===== config.mk =====
export PLATFORM = sky130hd
export DESIGN_NAME = bsou_operand_unit
export DESIGN_NICKNAME = d
export VERILOG_FILES = /design/src/include/bsou_pkg.sv /design/src/core/bsou_operand_unit.sv
export SDC_FILE = /design/constraint.sdc
export NUM_CORES = 1
export LEC_CHECK = 0
export BUFFER_PORTS_ARGS = -buffer_cell sky130_fd_sc_hd__clkbuf_2
export CAP_MARGIN = 20
export CELL_PAD_IN_SITES_DETAIL_PLACEMENT = 0
export CELL_PAD_IN_SITES_GLOBAL_PLACEMENT = 2
export CORE_MARGIN = 4
export CORE_UTILIZATION = 27
export DETAILED_ROUTE_END_ITERATION = 6
export HOLD_SLACK_MARGIN = 0.02
export PLACE_DENSITY_LB_ADDON = 0.1
export SYNTH_ARGS = -nofsm -noshare
export SYNTH_HDL_FRONTEND = slang
export SYNTH_SLANG_ARGS = --single-unit

===== constraint.sdc =====
create_clock -name i_clock -period 4.7 [get_ports i_clock]
set_input_delay 0.705 -clock i_clock [delete_from_list [all_inputs] [get_ports i_clock]]
set_output_delay 0.705 -clock i_clock [all_outputs]
set_load 0.1 [all_outputs]

===== src/include/bsou_pkg.sv =====
// Purpose: Shared constants for the barrel shifter operand unit.
// Assumes: 32-bit data processing instruction word.
// Notes:   Field positions follow the data processing encoding.
package bsou_pkg;
  localparam int unsigned DATA_W          = 32;
  localparam int unsigned IMM_FLAG_BIT    = 25;
  localparam int unsigned OPCODE_LSB      = 21;
  localparam int unsigned SET_FLAGS_BIT   = 20;
  localparam int unsigned RN_LSB          = 16;
  localparam int unsigned RD_LSB          = 12;
  localparam int unsigned SHIFT_IMM_LSB   = 7;
  localparam int unsigned SHIFT_TYPE_LSB  = 5;
  localparam int unsigned REG_SHIFT_BIT   = 4;
  localparam int unsigned MUST_ZERO_BIT   = 7;
  localparam int unsigned RS_LSB          = 8;
  localparam int unsigned ROT_LSB         = 8;
  localparam int unsigned STATUS_C_BIT    = 29;
  localparam logic [3:0]  PC_INDEX        = 4'hf;
  localparam logic [31:0] PC_OFS_IMM      = 32'h0000_0008;
  localparam logic [31:0] PC_OFS_REG      = 32'h0000_000c;
  localparam logic [4:0]  USER_MODE       = 5'h10;
  localparam logic [2:0]  FETCH_PLAIN     = 3'h1;
  localparam logic [2:0]  FETCH_PC_WRITE  = 3'h3;
  localparam logic [8:0]  RESULT_RESET    = 9'h000;
  localparam logic [31:0] WORD_RESET      = 32'h0000_0000;

  typedef enum logic [1:0] {
    BSOU_LSL_T = 2'h0,
    BSOU_LSR_T = 2'h1,
    BSOU_ASR_T = 2'h2,
    BSOU_ROR_T = 2'h3
  } bsou_shift_t;

  typedef enum logic [3:0] {
    BSOU_OP_TEST_BITS  = 4'h8,
    BSOU_OP_TEST_EQUIV = 4'h9,
    BSOU_OP_COMPARE    = 4'ha,
    BSOU_OP_COMPARE_N  = 4'hb
  } bsou_opcode_t;
endpackage : bsou_pkg


===== src/core/bsou_operand_unit.sv =====
// Purpose: Second operand generator with barrel shifter, carry out and
//          write-back steering for data processing instructions.
// Assumes: Register file supplies operand and shift-amount values the same
//          cycle; ALU result and flags come back from the ALU.
// Notes:   One pipeline register on every output.
`timescale 1ns/1ps
module bsou_operand_unit
  import bsou_pkg::*;
(
  input  wire logic        i_clock,
  input  wire logic        i_sys_rst,
  input  wire logic        i_valid,
  input  wire logic [31:0] i_instruction,
  input  wire logic [31:0] i_instr_address,
  input  wire logic [31:0] i_shifted_operand_register,
  input  wire logic [31:0] i_shift_amount_register,
  input  wire logic [31:0] i_current_status_word,
  input  wire logic [31:0] i_saved_status_word,
  input  wire logic        i_logical_class,
  input  wire logic [31:0] i_alu_result,
  input  wire logic        i_alu_carry,
  output logic      [31:0] o_operand2,
  output logic             o_shifter_carry,
  output logic             o_valid,
  output logic             o_undefined,
  output logic             o_write_reg,
  output logic             o_write_pc,
  output logic             o_restore_status,
  output logic             o_update_flags,
  output logic             o_carry_flag,
  output logic      [2:0]  o_fetch_cycles,
  output logic             o_internal_cycle
);

  // Rotate a 32-bit value right by 0..31 into a 33-bit lane, used for the rotated immediate and ROR
  function automatic logic [32:0] bsou_rotr33(input logic [31:0] value, input logic [4:0] amt);
    logic [63:0] twice;
    twice = {value, value} >> amt;
    bsou_rotr33 = {1'b0, twice[31:0]};
  endfunction : bsou_rotr33

  logic [31:0] operand2_reg;
  logic        carry_reg;
  logic        valid_reg;
  logic        undefined_reg;
  logic        write_reg_reg;
  logic        write_pc_reg;
  logic        restore_reg;
  logic        update_reg;
  logic        carry_flag_reg;
  logic [2:0]  fetch_reg;
  logic        internal_reg;

  // Field decode
  wire logic        imm_form   = i_instruction[IMM_FLAG_BIT];
  wire logic        reg_shift  = ~imm_form & i_instruction[REG_SHIFT_BIT];
  wire logic        set_flags  = i_instruction[SET_FLAGS_BIT];
  wire logic [3:0]  opcode     = i_instruction[OPCODE_LSB +: 4];
  wire logic [3:0]  rd_index   = i_instruction[RD_LSB +: 4];
  wire logic [3:0]  rm_index   = i_instruction[3:0];
  wire logic [1:0]  shift_type = i_instruction[SHIFT_TYPE_LSB +: 2];
  wire logic [4:0]  imm_amt    = i_instruction[SHIFT_IMM_LSB +: 5];
  wire logic [7:0]  reg_amt    = i_shift_amount_register[7:0];
  wire logic        old_c      = i_current_status_word[STATUS_C_BIT];
  wire logic        user_mode  = (i_current_status_word[4:0] == USER_MODE);

  // Multiply space: register shift form with bit 7 set is not data processing
  wire logic undefined = reg_shift & i_instruction[MUST_ZERO_BIT];

  // Program counter as operand carries the prefetch offset
  wire logic [31:0] pc_value = i_instr_address + (reg_shift ? PC_OFS_REG : PC_OFS_IMM);
  wire logic [31:0] rm_val   = (rm_index == PC_INDEX) ? pc_value : i_shifted_operand_register;

  // Rotated immediate
  wire logic [4:0]  rot2     = {i_instruction[ROT_LSB +: 4], 1'b0};
  wire logic [32:0] imm_rot  = bsou_rotr33({24'h000000, i_instruction[7:0]}, rot2);

  // Effective amount: immediate zero means 32 for right shifts
  wire logic        amt_zero  = reg_shift ? (reg_amt == 8'h00) : (imm_amt == 5'h00);
  wire logic [4:0]  amt_low   = reg_shift ? reg_amt[4:0] : imm_amt;
  wire logic        amt_is32  = reg_shift ? (reg_amt == 8'h20) : amt_zero;
  wire logic        amt_gt32  = reg_shift & (reg_amt > 8'h20);
  wire logic        amt_ge32  = amt_is32 | amt_gt32;

  // Basic shifter lanes, valid for amounts 1..31
  wire logic [63:0] lsl_wide  = {32'h00000000, rm_val} << amt_low;
  wire logic [32:0] lsr_wide  = {rm_val, 1'b0} >> amt_low;
  wire logic [32:0] asr_wide  = 33'($signed({rm_val, 1'b0}) >>> amt_low);
  wire logic [32:0] ror_lane  = bsou_rotr33(rm_val, amt_low);
  wire logic        ror_carry = rm_val[amt_low - 5'h01];
  wire logic        rrx_sel   = ~imm_form & ~reg_shift & amt_zero & (shift_type == BSOU_ROR_T);

  logic [31:0] shift_result;
  logic        shift_carry;
  always_comb begin
    shift_result = rm_val;
    shift_carry  = old_c;
    if (imm_form) begin
      shift_result = imm_rot[31:0];
      shift_carry  = (rot2 == 5'h00) ? old_c : imm_rot[31];
    end else if (rrx_sel) begin
      shift_result = {old_c, rm_val[31:1]};
      shift_carry  = rm_val[0];
    end else if (amt_zero && (reg_shift || shift_type == BSOU_LSL_T)) begin
      shift_result = rm_val;
      shift_carry  = old_c;
    end else begin
      case (shift_type)
        BSOU_LSL_T: begin
          if (amt_ge32) begin
            shift_result = WORD_RESET;
            shift_carry  = amt_is32 & rm_val[0];
          end else begin
            shift_result = lsl_wide[31:0];
            shift_carry  = lsl_wide[32];
          end
        end
        BSOU_LSR_T: begin
          if (amt_ge32) begin
            shift_result = WORD_RESET;
            shift_carry  = amt_is32 & rm_val[31];
          end else begin
            shift_result = lsr_wide[32:1];
            shift_carry  = lsr_wide[0];
          end
        end
        BSOU_ASR_T: begin
          if (amt_ge32) begin
            shift_result = {DATA_W{rm_val[31]}};
            shift_carry  = rm_val[31];
          end else begin
            shift_result = asr_wide[32:1];
            shift_carry  = asr_wide[0];
          end
        end
        default: begin
          if (amt_low == 5'h00) begin
            shift_result = rm_val;
            shift_carry  = rm_val[31];
          end else begin
            shift_result = ror_lane[31:0];
            shift_carry  = ror_carry;
          end
        end
      endcase
    end
  end

  // Write-back steering
  wire logic test_op   = opcode[3:2] == 2'b10;
  wire logic rd_is_pc  = rd_index == PC_INDEX;
  wire logic legacy    = test_op & rd_is_pc & set_flags;
  wire logic write_pc  = ~test_op & rd_is_pc;
  wire logic restore   = (write_pc & set_flags) | (legacy & ~user_mode);
  wire logic update    = set_flags & ~rd_is_pc;
  wire logic carry_new = i_logical_class ? shift_carry : i_alu_carry;
  wire logic [2:0] fetches = write_pc ? FETCH_PC_WRITE : FETCH_PLAIN;
  wire logic go = i_valid & ~undefined;

  always_ff @(posedge i_clock) begin
    if (i_sys_rst) begin
      operand2_reg   <= WORD_RESET;
      carry_reg      <= 1'b0;
      valid_reg      <= 1'b0;
      undefined_reg  <= 1'b0;
      write_reg_reg  <= 1'b0;
      write_pc_reg   <= 1'b0;
      restore_reg    <= 1'b0;
      update_reg     <= 1'b0;
      carry_flag_reg <= 1'b0;
      fetch_reg      <= 3'h0;
      internal_reg   <= 1'b0;
    end else begin
      operand2_reg   <= shift_result;
      carry_reg      <= shift_carry;
      valid_reg      <= go;
      undefined_reg  <= i_valid & undefined;
      write_reg_reg  <= go & ~test_op & ~rd_is_pc;
      write_pc_reg   <= go & write_pc;
      restore_reg    <= go & restore;
      update_reg     <= go & update;
      carry_flag_reg <= (go & update) ? carry_new : old_c;
      fetch_reg      <= go ? fetches : 3'h0;
      internal_reg   <= go & reg_shift;
    end
  end

  assign o_operand2       = operand2_reg;
  assign o_shifter_carry  = carry_reg;
  assign o_valid          = valid_reg;
  assign o_undefined      = undefined_reg;
  assign o_write_reg      = write_reg_reg;
  assign o_write_pc       = write_pc_reg;
  assign o_restore_status = restore_reg;
  assign o_update_flags   = update_reg;
  assign o_carry_flag     = carry_flag_reg;
  assign o_fetch_cycles   = fetch_reg;
  assign o_internal_cycle = internal_reg;
endmodule : bsou_operand_unit


==> metrics.md <==
| Metric | Value |
|---|---|
| CTS Hold Bufs | `0` |
| Max FFs per register | `32` |
| RePlAce Congestion | `1.07` |
| CP max stage delay | `0.56 ns` |
| Number of cells on the critical path | `17` |
| Finish-stage setup viols | `0` |
| Worst VDD drop | `0.193 mV` |
| Ys flop type | `dfxtp_1` |
| Fin cells | `2,308` |
| Hold Fails Final Rpt | `0` |
| Area fraction in compound gates after synthesis | `42.6%` |
| Family with the most delay on the worst path | `compound AO/OA/AOI/OAI gates` |
| Drt drc | `0` |
| Synth top area share | `8.42%` |
| FP Rows | `70` |
| Post-CTS setup buffer count | `0` |
| Io pins | `273` |
| Seq/Total Area, Yosys | `8.42%` |
| Antenna viol nets, final | `0` |
| Synth Instances | `1,527` |
| Syn_nets | `1,759` |
| IO Port Bufs | `145` |
| Share of cells above drive strength 1 | `28.4%` |
| Fin util | `36.2%` |
| Syn avg cell area | `6.69 um^2` |
| Core footprint | `37,000 um^2` |
| Number of synthesized flops with an enable pin | `0` |
| Placed Instances | `2,298` |
| First-pass GRT wire length | `108,000 um` |
| Req. time, crit path | `4.81 ns` |
| Main combinational cell family by area after synthesis | `compound AO/OA/AOI/OAI gates` |
| Leakage | `5.42 nW` |
| Crit-path max FO | `8` |
| TritonCTS clock tree | `done` |
| Mux share of post-synthesis cell area | `13.5%` |
| Worst slew pin tran | `0.948 ns` |
| Post-CTS resize count | `0` |
| Initial antenna violation count | `6` |
| Drt via density | `6.55` |
| Rel. slew slack | `36.3%` |
| Routed WL | `77,700 um` |
| Largest net degree at the start of global routing | `68` |
| Outcome | `finished, final reports clean` |
| Width of the die | `203 um` |
| Async SR Flop Fraction | `0%` |
| Cell Pwr Density | `225 nW/um^2` |
| Worst path bufs/invs | `5` |
| Hold slack | `0.661 ns` |
| Synthesized area | `10,200 um^2` |
| DP Wirelength | `63,000 um` |
| Die Ht | `203 um` |
| Yosys Warn Count | `0` |
| Critical Path Start Type | `primary input` |
| RSZ-0062 raised after global routing | `no` |
| Clk sinks | `43` |
| CTS HTree Levels | `2` |
| Clk buf depth | `2` |
| Hold/Removal Path Class | `primary input to flop` |
| CP cell instances | `clkbuf_2 > nand2b_1 > inv_1 > ha_1 > buf_4 > o2111ai_2 > buf_4 > or3_4 > o21a_1 > o31a_1 > mux2_2 > mux2_2 > mux2i_1 > a21oi_1 > a221oi_1 > buf_4 > o32ai_1` |
| Final #Nets | `2,033` |
| Inserted Clock Buffers | `5` |
| Unique masters post-synth | `92` |
| Maxcap violations | `0` |
| Slew Viols, Final | `0` |
| DIE AREA | `41,000 um^2` |
| Setup CP Type | `primary input to flop` |
| Most common cell on crit path | `buf_4` |
| Post-synthesis adder-cell area fraction | `0.367%` |
| Global route total overflow | `0` |
| Fmax | `0.218 GHz` |
| Largest area contributor in the netlist | `dfxtp_1` |
| CTS Root Cell | `clkbuf_16` |
| Number of global-route vias before repair | `14,000` |
| Worst hold path stage count | `3` |
| DR vias | `15,100` |
| Pre-antenna DRT Iters | `7` |
| Fillers | `4,165` |
| Worst EP arrival | `4.70 ns` |
| Overall routing resource usage | `36.2%` |
| Power Total | `3.01 mW` |
| CTS clk-pin slew, worst paths | `0.07 ns` |
| Synth Area in XOR/XNOR | `1.11%` |
| Final min period | `4.59 ns` |
| CP endpoint kind | `flop` |
| Setup TNS | `0 ns` |
| Mean routed wirelength per cell | `33.7 um` |
| Synth top area cells | `dfxtp_1, mux2i_1, nand2_1` |
| Final critical-path share of the clock period | `97.7%` |
| Synth Area in Simple Gates | `27.7%` |
| Initial Utilization | `27.6%` |
| Area grow syn2layout | `31.1%` |
| #FFs+latches synth | `43` |
| Drt initial violations | `2,276` |
| Critical-path top delay cell | `a221oi_1` |
-- routing by layer --
layer  up-vias  part of all wire (%)  GRT usage, %
met1      7314                    40          48.0
met4         2                   5.5          16.4
li1       6561                     -             -
met2      1045                    44          56.6
met3       186                    11          7.30
met5         -                 0.017             0
-- synthesized netlist by cell type, drive strengths merged (12+ instances only) --
cell,count
a31oi,30
nand2b,20
nand3,58
dfxtp,43
o32ai,12
nand2,164
mux2,28
o21a,13
o21ai,131
and2,24
or2,13
mux4,13
nor2,155
o31ai,18
mux2i,77
a21o,17
a221oi,28
a22oi,24
o221ai,17
a211oi,36
and3,17
a311oi,13
clkbuf,101
o211ai,39
a211o,16
buf,45
inv,12
nand4,24
nor4,12
nor3,40
o22ai,25
a21oi,82
-- through the flow --
step	cell area, um^2	setup WS, ns
3_3_place_gp	13200	-0.0584
5_1_grt	13400	0.00282
4_1_cts	13400	0.239
3_5_place_dp	13200	-0.0379
2_1_floorplan	10200	0.103
6_report	13400	0.108
-- area by class of cell --
cell class	instances	area (um^2)	area share (%)
antenna	2	5.00	0.0374
clock buffer	5	125	0.934
clock inverter	3	43.8	0.327
inverter	12	45.0	0.336
multi-input combinational	1326	8780	65.6
sequential	43	861	6.43
tap	504	631	4.71
timing repair buffer	413	2900	21.7
-- logic make-up after synthesis --
group                    count (synthesis)
adder cells (fa/ha/maj)                  3
flip-flops                              43
other                                    1
AND/OR/NAND/NOR                        579
buffers and inverters                  158
AO/OA/AOI/OAI                          612
multiplexers                           118
XOR/XNOR                                13
-- power breakdown --
group | internal, mW | leakage (nW) | switching [mW] | total, mW
logic | 0.715 | 4.98 | 1.50 | 2.21
clock network | 0.251 | 0.0838 | 0.150 | 0.401
registers | 0.393 | 0.353 | 0.00667 | 0.399
total | 1.36 | 5.42 | 1.65 | 3.01
-- cell usage in the layout (no fill, tap or decap), types with 16 or more instances in the layout --
master | Yosys | final
and2_1 | 24 | 24
dfxtp_1 | 43 | 43
nor2_1 | 155 | 155
a211oi_1 | 35 | 35
a211o_1 | 16 | 16
clkbuf_2 | 0 | 145
nor3_1 | 39 | 39
o211ai_1 | 39 | 39
a21oi_1 | 82 | 81
o31ai_1 | 17 | 16
o21ai_0 | 120 | 120
a22oi_1 | 24 | 24
o221ai_1 | 17 | 17
a31oi_1 | 27 | 27
a221oi_1 | 26 | 26
nand2b_1 | 20 | 20
nand3_1 | 58 | 58
and3_1 | 17 | 17
buf_4 | 1 | 255
mux2_2 | 28 | 28
mux2i_1 | 77 | 75
o22ai_1 | 25 | 25
nand4_1 | 22 | 22
nand2_1 | 164 | 164
-- path summary, 6_finish.rpt --
check                         start                  endpoint  slack [ns]
setup / recovery  i_instruction[25]  o_operand2[2]$_SDFF_PP0_        0.11
hold / removal              i_valid    o_undefined$_SDFF_PP0_        0.66
(Power assumes the default switching activity.)
